<file path="config.mk">
export PLATFORM = sky130hd
export DESIGN_NAME = tbcnt_top
export DESIGN_NICKNAME = d
export VERILOG_FILES = /design/src/verilog/tbcnt_top.v /design/src/verilog/tbcnt_reg16.v
export VERILOG_INCLUDE_DIRS = /design/src /design/src/inc
export SDC_FILE = /design/constraint.sdc
export NUM_CORES = 1
export LEC_CHECK = 0
export BUFFER_PORTS_ARGS = -buffer_cell sky130_fd_sc_hd__buf_2
export CORE_MARGIN = 5
export CORE_UTILIZATION = 65
export DETAILED_ROUTE_END_ITERATION = 6
export PLACE_DENSITY = 0.83
export SLEW_MARGIN = 20
export SYNTH_ARGS = -nofsm -noshare
export SYNTH_HDL_FRONTEND = slang
export SYNTH_SLANG_ARGS = --single-unit
</file>
<file path="constraint.sdc">
create_clock -name clk -period 10.4 [get_ports clk]
set_input_delay 2.6 -clock clk [delete_from_list [all_inputs] [get_ports clk]]
set_output_delay 2.6 -clock clk [all_outputs]
set_load 0.05 [all_outputs]
</file>
<file path="src/inc/tbcnt_defs.vh">
// Register map, field layout, reset values and constants of the timer base counter.
`ifndef TBCNT_DEFS_VH
`define TBCNT_DEFS_VH

// ==========================================================================
// Register indices (word offsets of the plain register port)
// ==========================================================================
`define TBCNT_ADDR_W 5
`define TBCNT_A_CONTROL_REG_A 5'h00
`define TBCNT_A_CONTROL_REG_E 5'h01
`define TBCNT_A_CONTROL_REG_F 5'h02
`define TBCNT_A_EVENT_CONTROL_REG 5'h03
`define TBCNT_A_CNT 5'h04
`define TBCNT_A_PER 5'h05
`define TBCNT_A_TOP_VALUE_BUFFER 5'h06
`define TBCNT_A_CMP0 5'h08
`define TBCNT_A_CMPBUF0 5'h0c
`define TBCNT_A_STATUS 5'h10

// ==========================================================================
// Field positions
// ==========================================================================
`define TBCNT_CA_EN 0
`define TBCNT_CA_PS_LO 1
`define TBCNT_CA_PS_HI 3
`define TBCNT_CE_DIR 0
`define TBCNT_CE_LOCK_UPDATE 1
`define TBCNT_CE_UPDBOT 2
`define TBCNT_CF_TOP_BUFFER_VALID 0
`define TBCNT_EV_COUNT_ON_EVENT_INPUT_ENABLE 0

// ==========================================================================
// Reset values and constants
// ==========================================================================
`define TBCNT_PER_RST 16'hffff
`define TBCNT_ZERO16 16'h0000
`define TBCNT_MAX16 16'hffff
`define TBCNT_ONE16 16'h0001
`define TBCNT_NCMP 3
`define TBCNT_PS_W 3
`define TBCNT_PS_CNT_W 10

`endif

</file>
<file path="src/verilog/tbcnt_top.v">
// Base counter of a 16-bit timer with buffered top and match values.
//
// Operation
// - Flag bottom whenever the counter value becomes zero.
// - Flag max whenever the counter value becomes all ones.
// - Flag top when the counter equals the working top value.
// - Raise update at bottom or top, chosen by the mode bit.
// - Update copies valid buffers into working registers unless lock_update is set.
// - Setting enable starts counting at the prescaled tick rate.
// - With count-on-event enabled, event pulses are counted instead of ticks.
// - Counter value is readable at any time.
// - Count up or down per direction bit until top or bottom.
// - Ticks come from the clock divided by the prescaler.
// - At top while counting up, the next tick clears the counter.
// - At bottom while counting down, the counter reloads the top value.
// - Software counter writes are immediate and beat count, clear, reload.
// - Direction may change while counting; counting follows the new direction.
// - Top value and each match value have a buffer register.
// - Buffer-valid flags set on buffer write, cleared on transfer.
// - Working match registers are directly writable, bypassing the buffer.
// - A direct top write changes the period at once.
// - Top compare is equality only, so a low top lets the counter wrap.
// - Top buffer moves to the working top only on update.
// - Counter is compared with zero and top at all times.
// - Event outputs appear on the tick after the condition.
//
// Decided for this implementation: the address-and-strobe port and the register offsets.
`timescale 1ns/1ps
`include "tbcnt_defs.vh"
module tbcnt_top (
    input wire clk, // Peripheral clock.
    input wire arst_n, // Asynchronous reset, active low.
    input wire [4:0] addr, // Register index.
    input wire [15:0] wdata, // Write data.
    input wire wr, // Write strobe.
    input wire rd, // Read strobe.
    output reg [15:0] rdata, // Read data, valid the cycle after rd.
    input wire event_in, // Event pulse from event routing, one cycle.
    output reg ev_top, // Top reached, pulse on following tick.
    output reg ev_bottom, // Bottom reached, pulse on following tick.
    output reg ev_max, // Max reached, pulse on following tick.
    output reg [2:0] ev_match, // Match per channel, pulse on following tick.
    output reg update_strobe, // Update condition, pulse on following tick.
    output wire [15:0] count, // Counter value.
    output wire [47:0] match_values // Working match values, channel 0 lowest.
);
    // ======================================================================
    // Reset release
    // ======================================================================
    reg rst_s1;
    reg rst_n;
    always @(posedge clk or negedge arst_n) begin
        if (!arst_n) begin
            rst_s1 <= 1'b0;
            rst_n <= 1'b0;
        end else begin
            rst_s1 <= 1'b1;
            rst_n <= rst_s1;
        end
    end

    // ======================================================================
    // Control registers
    // ======================================================================
    reg enable;
    reg [2:0] prescale_select;
    reg dir_down;
    reg lock_update;
    reg update_at_bottom;
    reg count_on_event_input_enable;
    reg [15:0] cnt;
    reg [15:0] top_value_buffer;
    reg top_buffer_valid;
    reg [15:0] match_value_buffer_n [0:2];
    reg [2:0] match_buffer_valid_n;
    wire [15:0] top_value;
    wire [15:0] match_value_n [0:2];

    function is_wr;
        input [4:0] a;
        input [4:0] want;
        begin
            is_wr = wr && (a == want);
        end
    endfunction

    wire wr_cnt = is_wr(addr, `TBCNT_A_CNT);
    wire wr_per = is_wr(addr, `TBCNT_A_PER);
    wire wr_top_value_buffer = is_wr(addr, `TBCNT_A_TOP_VALUE_BUFFER);

    // ======================================================================
    // Prescaler and tick
    // ======================================================================
    reg [9:0] pscnt;
    reg [9:0] ps_mask;
    always @* begin
        // Division by 1,2,4,8,16,64,256,1024.
        case (prescale_select)
            3'h0: ps_mask = 10'h000;
            3'h1: ps_mask = 10'h001;
            3'h2: ps_mask = 10'h003;
            3'h3: ps_mask = 10'h007;
            3'h4: ps_mask = 10'h00f;
            3'h5: ps_mask = 10'h03f;
            3'h6: ps_mask = 10'h0ff;
            default: ps_mask = 10'h3ff;
        endcase
    end
    always @(posedge clk or negedge rst_n) begin
        if (!rst_n) begin
            pscnt <= 10'h000;
        end else if (!enable) begin
            pscnt <= 10'h000;
        end else begin
            pscnt <= pscnt + 10'h001;
        end
    end
    wire clk_tick = ((pscnt & ps_mask) == ps_mask);
    // Events bypass the prescaler entirely.
    wire timer_tick = enable & (count_on_event_input_enable ? event_in : clk_tick);

    // ======================================================================
    // Comparators and update condition
    // ======================================================================
    wire at_bottom = (cnt == `TBCNT_ZERO16);
    wire at_max = (cnt == `TBCNT_MAX16);
    // Equality only: a top below the counter is passed over and the counter wraps.
    wire at_top = (cnt == top_value);
    wire upd_cond = update_at_bottom ? at_bottom : at_top;
    wire do_upd = timer_tick & upd_cond & ~lock_update;

    // ======================================================================
    // Counter
    // ======================================================================
    reg [15:0] next_cnt;
    always @* begin
        next_cnt = cnt;
        if (wr_cnt) begin
            next_cnt = wdata;
        end else if (timer_tick) begin
            if (!dir_down) begin
                next_cnt = at_top ? `TBCNT_ZERO16 : cnt + `TBCNT_ONE16;
            end else begin
                next_cnt = at_bottom ? top_value : cnt - `TBCNT_ONE16;
            end
        end
    end
    always @(posedge clk or negedge rst_n) begin
        if (!rst_n) begin
            cnt <= `TBCNT_ZERO16;
        end else begin
            cnt <= next_cnt;
        end
    end
    assign count = cnt;

    // ======================================================================
    // Working and buffer registers
    // ======================================================================
    tbcnt_reg16 u_per (
        .clk(clk),
        .rst_n(rst_n),
        .rst_val(`TBCNT_PER_RST),
        .load(wr_per),
        .load_data(wdata),
        .xfer(do_upd & top_buffer_valid),
        .xfer_data(top_value_buffer),
        .q(top_value)
    );

    genvar g;
    generate
        for (g = 0; g < `TBCNT_NCMP; g = g + 1) begin : g_cmp
            tbcnt_reg16 u_cmp (
                .clk(clk),
                .rst_n(rst_n),
                .rst_val(`TBCNT_ZERO16),
                .load(wr && (addr == `TBCNT_A_CMP0 + g)),
                .load_data(wdata),
                .xfer(do_upd & match_buffer_valid_n[g]),
                .xfer_data(match_value_buffer_n[g]),
                .q(match_value_n[g])
            );
            assign match_values[g*16 +: 16] = match_value_n[g];
        end
    endgenerate

    integer i;
    always @(posedge clk or negedge rst_n) begin
        if (!rst_n) begin
            enable <= 1'b0;
            prescale_select <= 3'h0;
            dir_down <= 1'b0;
            lock_update <= 1'b0;
            update_at_bottom <= 1'b0;
            count_on_event_input_enable <= 1'b0;
            top_value_buffer <= `TBCNT_ZERO16;
            top_buffer_valid <= 1'b0;
            match_buffer_valid_n <= 3'h0;
            for (i = 0; i < `TBCNT_NCMP; i = i + 1) begin
                match_value_buffer_n[i] <= `TBCNT_ZERO16;
            end
        end else begin
            if (is_wr(addr, `TBCNT_A_CONTROL_REG_A)) begin
                enable <= wdata[`TBCNT_CA_EN];
                prescale_select <= wdata[`TBCNT_CA_PS_HI:`TBCNT_CA_PS_LO];
            end
            if (is_wr(addr, `TBCNT_A_CONTROL_REG_E)) begin
                dir_down <= wdata[`TBCNT_CE_DIR];
                lock_update <= wdata[`TBCNT_CE_LOCK_UPDATE];
                update_at_bottom <= wdata[`TBCNT_CE_UPDBOT];
            end
            if (is_wr(addr, `TBCNT_A_EVENT_CONTROL_REG)) begin
                count_on_event_input_enable <= wdata[`TBCNT_EV_COUNT_ON_EVENT_INPUT_ENABLE];
            end
            // Buffer-valid: a write in the transfer cycle wins and keeps the flag set.
            if (wr_top_value_buffer) begin
                top_value_buffer <= wdata;
                top_buffer_valid <= 1'b1;
            end else if (do_upd) begin
                top_buffer_valid <= 1'b0;
            end else if (is_wr(addr, `TBCNT_A_CONTROL_REG_F)) begin
                top_buffer_valid <= wdata[`TBCNT_CF_TOP_BUFFER_VALID];
            end
            for (i = 0; i < `TBCNT_NCMP; i = i + 1) begin
                if (is_wr(addr, `TBCNT_A_CMPBUF0 + i[4:0])) begin
                    match_value_buffer_n[i] <= wdata;
                    match_buffer_valid_n[i] <= 1'b1;
                end else if (do_upd) begin
                    match_buffer_valid_n[i] <= 1'b0;
                end else if (is_wr(addr, `TBCNT_A_CONTROL_REG_F)) begin
                    match_buffer_valid_n[i] <= wdata[i+1];
                end
            end
        end
    end

    // ======================================================================
    // Event outputs, one tick after the condition
    // ======================================================================
    reg p_top, p_bot, p_max, p_upd;
    reg [2:0] p_match;
    integer j;
    always @(posedge clk or negedge rst_n) begin
        if (!rst_n) begin
            p_top <= 1'b0;
            p_bot <= 1'b0;
            p_max <= 1'b0;
            p_upd <= 1'b0;
            p_match <= 3'h0;
            ev_top <= 1'b0;
            ev_bottom <= 1'b0;
            ev_max <= 1'b0;
            ev_match <= 3'h0;
            update_strobe <= 1'b0;
        end else begin
            // Conditions are latched on a tick and emitted on the next tick.
            if (timer_tick) begin
                p_top <= at_top;
                p_bot <= at_bottom;
                p_max <= at_max;
                p_upd <= upd_cond & ~lock_update;
                for (j = 0; j < `TBCNT_NCMP; j = j + 1) begin
                    p_match[j] <= (cnt == match_value_n[j]);
                end
            end
            ev_top <= timer_tick & p_top;
            ev_bottom <= timer_tick & p_bot;
            ev_max <= timer_tick & p_max;
            ev_match <= {3{timer_tick}} & p_match;
            update_strobe <= timer_tick & p_upd;
        end
    end

    // ======================================================================
    // Register read port
    // ======================================================================
    always @(posedge clk or negedge rst_n) begin
        if (!rst_n) begin
            rdata <= `TBCNT_ZERO16;
        end else if (rd) begin
            if (addr == `TBCNT_A_CONTROL_REG_A) begin
                rdata <= {12'h000, prescale_select, enable};
            end else if (addr == `TBCNT_A_CONTROL_REG_E) begin
                rdata <= {13'h0000, update_at_bottom, lock_update, dir_down};
            end else if (addr == `TBCNT_A_CONTROL_REG_F) begin
                rdata <= {12'h000, match_buffer_valid_n, top_buffer_valid};
            end else if (addr == `TBCNT_A_EVENT_CONTROL_REG) begin
                rdata <= {15'h0000, count_on_event_input_enable};
            end else if (addr == `TBCNT_A_CNT) begin
                rdata <= cnt;
            end else if (addr == `TBCNT_A_PER) begin
                rdata <= top_value;
            end else if (addr == `TBCNT_A_TOP_VALUE_BUFFER) begin
                rdata <= top_value_buffer;
            end else if (addr >= `TBCNT_A_CMP0 && addr < `TBCNT_A_CMP0 + 5'h03) begin
                rdata <= match_value_n[addr[1:0]];
            end else if (addr >= `TBCNT_A_CMPBUF0 && addr < `TBCNT_A_CMPBUF0 + 5'h03) begin
                rdata <= match_value_buffer_n[addr[1:0]];
            end else begin
                rdata <= `TBCNT_ZERO16;
            end
        end else begin
            rdata <= `TBCNT_ZERO16;
        end
    end
endmodule

</file>
<file path="src/verilog/tbcnt_reg16.v">
// A 16-bit storage register with a direct load and a buffered transfer.
`timescale 1ns/1ps
module tbcnt_reg16 (
    input wire clk, // Clock.
    input wire rst_n, // Synchronised reset, active low.
    input wire [15:0] rst_val, // Reset value input, not used; q resets to zero.
    input wire load, // Direct software write.
    input wire [15:0] load_data, // Data of the direct write.
    input wire xfer, // Buffered transfer strobe.
    input wire [15:0] xfer_data, // Buffer content to transfer.
    output reg [15:0] q // Stored value.
);
    // A direct write beats a transfer in the same cycle since software asked last.
    always @(posedge clk or negedge rst_n) begin
        if (!rst_n) begin
            q <= `TBCNT_ZERO16;
        end else if (load) begin
            q <= load_data;
        end else if (xfer) begin
            q <= xfer_data;
        end
    end
endmodule

</file>
==> out/metrics.csv, run 1 <==
metric,value,unit
diodes inserted,0,
Placed Area,0.0124,sq mm
sequential cell area,0.00496,sq mm
Max Cap Viol,0,
Non-Filler Instances,1579,
FP Rows,49,
Starting Density,65.9,%
Leak,5.83,nW
P per Cell Area,224,mW/mm^2
Post-Place Cells,1546,
Detailed Place HPWL,26400,um
Post-synth EDFFs,0,
CP arrival,5.55,ns
Clock Skew,0.0139,ns
yosys synthesis warning count,0,
setup repair bufs after CTS,0,
Syn Std Cell Area,0.0118,sq mm
Mapped Nets,1335,
DRT Pass-1 Iters,7,
met3 global-route usage,9.07,%
relative slew slack,29.9,%
area delta synth->final,9.92,%
ratio of cells with drive above 1 in the final layout,19.9,%
post-route cell area,0.0130,sq mm
area of the multi-input gates,0.00636,sq mm
die area,0.0210,sq mm
fin crit share,50.3,%
clock buffer count from CTS,17,
"commonest cells after routing, fill and taps aside","dfrtp_1, nand2_1, buf_2, nor2_1, mux2_2",
Final min period,5.23,ns
"commonest non-fill, non-tap cell in the layout",dfrtp_1,
WL per Instance,25.5,um
unrepaired setup endpoints after global routing,no,
Critical Path Source Type,primary input,
gate count after technology mapping,1305,
Placeable Area,0.0180,sq mm
total track usage,36.9,%
Cells on Worst Hold Path,0,
Iter 0 DRT Violations,1662,
top_reg_cell synth,dfrtp_1,
Clock Path Buffers,2,
setup TNS,0,ns
post-cts gate resize count,0,
largest net degree at the start of global routing,98,
maximum fanout along the worst path,39,
die span in x,145,um
Placer Congestion,0.999,
Netlist cell types,56,
fmax,191,MHz
Congestion Overflow GR,0,
htree depth,4,
DRC violations left,7,
worst-skew pair later-pin latency,0.44,ns
critical path capture point type,register,
worst r2r path cells,6,
"Hold Violations, Final",0,
via count,11157,
clock sinks,198,
async set or reset register ratio after synthesis,100,%
first-pass GRT wire length,61300,um
Routed Antenna Nets,0,
CTS tree,done,
clk slew on worst S/H paths,0.08,ns
GR Util met1,49.6,%
synthesized area per cell,9.07,sq um
DRT Wirelength,40200,um
vias in the first global route,10333,
Vias/cell,7.07,
final setup fails,0,
status,"complete, but fails checks",
Top-Level Pins,113,
met2 track demand over resource,54.2,%
Pins Over Slew Limit,0,
Synth Register Bits,198,
sequential-to-total area share from yosys stat,41.9,%
CTS Hold Buffers Added,0,
die height,145,um
initial antenna violation count,1,
HP Class,reg2reg,
nets@finish,1367,
worst vdd ir,0.000222,V
GR peak layer,met2,
Filler Cell Count,1399,
clock root cell,clkbuf_16,
failing checks,design-rule violations,
crit path kind,in2reg,
PortBufs,112,
Critical Path RT,10.73,ns
worst-margin pin slew,1.05,ns
path summary, 6_finish.rpt:
path,from,to,slack [ns]
max,addr[2],count[3]$_DFFE_PN0P_,5.17
min,rst_s1$_DFF_PN0_,rst_n$_DFF_PN0_,0.36
max reg2reg,count[4]$_DFFE_PN0P_,top_buffer_valid$_DFFE_PN0P_,6.53
min reg2reg,rst_s1$_DFF_PN0_,rst_n$_DFF_PN0_,0.36
max in group asynchronous,arst_n,rst_n$_DFF_PN0_,8.37
min in group asynchronous,rst_n$_DFF_PN0_,match_value_buffer_n[1]$_DFFE_PN0P_,0.43
synthesized netlist by cell type (3+ instances only):
library cell  number  area, sq um
or3_1             40          250
a31oi_1            4         25.0
nor3_1            35          175
nor2b_1            9         56.3
xnor2_1           29          254
a211oi_1          34          255
dfrtp_1          198         4950
buf_1             29          109
nor3b_1            4         30.0
and2_1            37          231
inv_1             21         78.8
a221o_1           18          180
ha_1               4         50.1
nand2b_1          19          119
nor2_1            74          278
or4_1              4         30.0
o221ai_1           5         43.8
o221a_2           12          135
and3_1             7         43.8
nor4_1            18          113
clkbuf_1          88          330
o22ai_1            4         25.0
o211ai_1          44          330
nand3_1           67          335
and4_1             3         26.3
a21oi_1           47          235
a221oi_1          15          131
a21boi_0           5         37.5
mux2_2            73          822
nand4_1           33          206
xor2_1            55          482
o21ai_0           49          245
buf_2              5         25.0
mux2i_1           38          380
nand2_1          150          563
sequential cells by signal, summed over array words and instances, names as in the netlist, 3 cells and up:
name and count:
rdata 16, u_per.q 16, pscnt 10, count 16
prescale_select 3, match_buffer_valid_n 3, ev_match 3, p_match 3
top_value_buffer 16, match_value_buffer_n 48, g_cmp.u_cmp.q 48
kinds of logic (layout without fill, tap and decap cells):
kind of cell	count (synthesis)	after routing	synth area share, %
XOR/XNOR	84	84	6.22
buffers and inverters	145	190	4.67
adder cells (fa/ha/maj)	4	4	0.423
flip-flops	198	198	41.9
other	1	1	0.0317
AO/OA/AOI/OAI	253	253	15.0
multiplexers	113	113	10.4
AND/OR/NAND/NOR	507	507	21.3
final cells by class:
type	instances	area share (%)
tap	229	2.20
timing repair buffer	137	5.81
sequential	198	38.1
multi-input combinational	962	48.9
inverter	21	0.606
clock buffer	18	3.30
clock inverter	14	1.08
critical path, stage by stage:
cell and delay [ns]:
buf_2 0.50, nor3b_1 0.78, nand3_1 0.71, nand4_1 0.59
a21oi_1 0.08, a211o_1 0.28
metrics by stage:
step | hold WS, ns | util, % | setup slack [ns] | power [W]
2_1_floorplan | 0.331 | - | 4.47 | 0.00189
3_3_place_gp | 0.338 | 69.1 | 4.95 | 0.00220
3_5_place_dp | 0.341 | 69.1 | 4.87 | 0.00223
4_1_cts | 0.360 | 72.3 | 5.28 | 0.00287
5_1_grt | 0.381 | 72.4 | 4.97 | 0.00301
6_report | 0.357 | 72.4 | 5.17 | 0.00291
power by group:
group	switching [W]	internal (W)	total (W)
logic	0.000681	0.000365	0.00105
registers	0.000303	0.000907	0.00121
clock network	0.000333	0.000319	0.000652
total	0.00132	0.00159	0.00291
layer usage:
layer,up-vias,part of all wire [%]
met5,-,0.027
met4,2,7.7
met3,212,12
met2,859,43
met1,5322,36
li1,4762,-
No activity file was read; power rests on OpenSTA's default activity.
==> run 2: changes to the inputs <==
- CORE_UTILIZATION: 65 -> 54
- PLACE_DENSITY: 0.83 -> 0.74
- clock period: 10.4 -> 4.4 ns (I/O delays scaled with it)
==> run 2 against run 1 <==
The run now ends clean. Design area increased by 1.7%. Routed wire length increased by 2.0%. Final cell count increased by 4.2%. Worst hold slack got worse by 0.0033 ns. First-iteration DRC count increased by 3.0%. Critical endpoint is now top_buffer_valid$_DFFE_PN0P_. Setup slack got worse by 4.1 ns.
==> out/metrics.csv, run 2 (synthesis gave the netlist of run 1 again) <==
metric,value,unit
P per Cell Area,529,mW/mm^2
fin crit share,76.3,%
Cells on Worst Hold Path,0,
Top-Level Pins,113,
Final min period,3.36,ns
Clock Skew,0.0121,ns
CTS Hold Buffers Added,0,
DR top layer,met4,
DRC violations left,0,
hold slack,0.354,ns
Starting Density,54.6,%
worst vdd ir,0.000311,V
clock sinks,198,
Detailed Place HPWL,27500,um
die span in x,158,um
setup repair bufs after CTS,0,
worst-margin pin slew,1.02,ns
largest net degree at the start of global routing,98,
post-cts gate resize count,0,
R2R setup slack,1.04,ns
Overall Power,0.00700,W
Leak,5.93,nW
wl on met1,16000,um
setup TNS,0,ns
first-pass GRT wire length,63200,um
WL per Instance,24.9,um
Pins Over Slew Limit,0,
Max Cap Viol,0,
relative slew slack,31.1,%
PortBufs,112,
metal3 WL,4550,um
worst-skew pair later-pin latency,0.45,ns
"commonest cells after routing, fill and taps aside","dfrtp_1, nand2_1, buf_2, nor2_1, mux2_2",
die height,158,um
Filler Cell Count,1840,
DRT Pass-1 Iters,6,
r2r startpoint,count[5]$_DFFE_PN0P_,
CTS tree,done,
Placer Congestion,0.959,
Routed Antenna Nets,0,
Clock Path Buffers,2,
initial antenna violation count,0,
Hold Crit Start,rst_s1$_DFF_PN0_,
ratio of cells with drive above 1 in the final layout,20.7,%
CP arrival,3.64,ns
pre-CTS setup slack,1.03,ns
DRT Wirelength,41000,um
clk slew on worst S/H paths,0.08,ns
worst r2r dst,top_buffer_valid$_DFFE_PN0P_,
Met2 Routed Length,18500,um
diodes inserted,0,
HP Class,reg2reg,
"commonest non-fill, non-tap cell in the layout",dfrtp_1,
die area,0.0250,sq mm
hold endpoint,rst_n$_DFF_PN0_,
area delta synth->final,11.8,%
via count,11012,
Critical Path Source Type,register,
Vias/cell,6.69,
crit path kind,reg2reg,
"Worst Setup Slack, final",1.04,ns
fmax,298,MHz
Congestion Overflow GR,0,
vias in the first global route,10505,
htree depth,4,
nets@finish,1382,
"Hold Violations, Final",0,
Placeable Area,0.0217,sq mm
maximum fanout along the worst path,97,
Iter 0 DRT Violations,1712,
total track usage,33.1,%
status,"complete, no violations",
worst r2r path cells,6,
Critical Path RT,4.68,ns
largest registers,"g_cmp.u_cmp.q: 48 flops, match_value_buffer_n: 48 flops",
clock buffer count from CTS,17,
unrepaired setup endpoints after global routing,no,
critical path capture point type,register,
final setup fails,0,
FP Rows,54,
clock root cell,clkbuf_16,
==> run 2: area by class of cell <==
type / instances / area [sq um] / area share (%)
Clock buffer: 17 / 425 / 3.22
Clock inverter: 15 / 183 / 1.38
Inverter: 21 / 78.8 / 0.596
Multi-Input combinational cell: 962 / 6350 / 48.0
Sequential cell: 198 / 4960 / 37.5
Tap cell: 280 / 350 / 2.65
Timing Repair Buffer: 152 / 888 / 6.71
==> run 2: how the worst max path moves through the flow <==
stage	startpoint	to	slack [ns]	cells after the start
finish	count[5]$_DFFE_PN0P_	top_buffer_valid$_DFFE_PN0P_	1.04	6
global route	count[5]$_DFFE_PN0P_	top_buffer_valid$_DFFE_PN0P_	0.91	6
CTS	count[5]$_DFFE_PN0P_	top_buffer_valid$_DFFE_PN0P_	1.13	6
detailed placement	addr[0]	g_cmp[2].u_cmp.q[0]$_DFFE_PN0P_	1.03	6
global placement	addr[2]	top_value_buffer[9]$_DFFE_PN0P_	1.11	6
floorplan	rst_n$_DFF_PN0_	count[0]$_DFFE_PN0P_	1.14	0
==> run 2: worst max-delay path, cell delays in order, from the launching register on <==
cell	delay (ns)
dfrtp_1	0.38
or4_1	0.68
or4_4	0.54
nand3b_4	0.32
mux2_4	0.64
nor3_2	0.41
o21ai_0	0.14
==> run 2: per-stage QoR <==
step	std cells	utilization (%)	area [sq um]
floorplan	1305	-	11800
global placement	1613	58.2	12600
detailed placement	1613	58.2	12600
CTS	1645	61.0	13200
global route	1645	61.0	13200
finish	1645	61.0	13200
==> run 2: report_power, final <==
| part | switching [W] | internal, W |
|---|---|---|
| combinational | 0.00185 | 0.000917 |
| clock | 0.000831 | 0.000771 |
| sequential | 0.000484 | 0.00215 |
| total | 0.00317 | 0.00384 |
==> run 2: metal layers <==
layer / up-vias / track usage [%]
met5: - / 0
met4: 0 / 14.5
met2: 721 / 50.0
met3: 144 / 7.46
met1: 5357 / 45.9
li1: 4790 / -
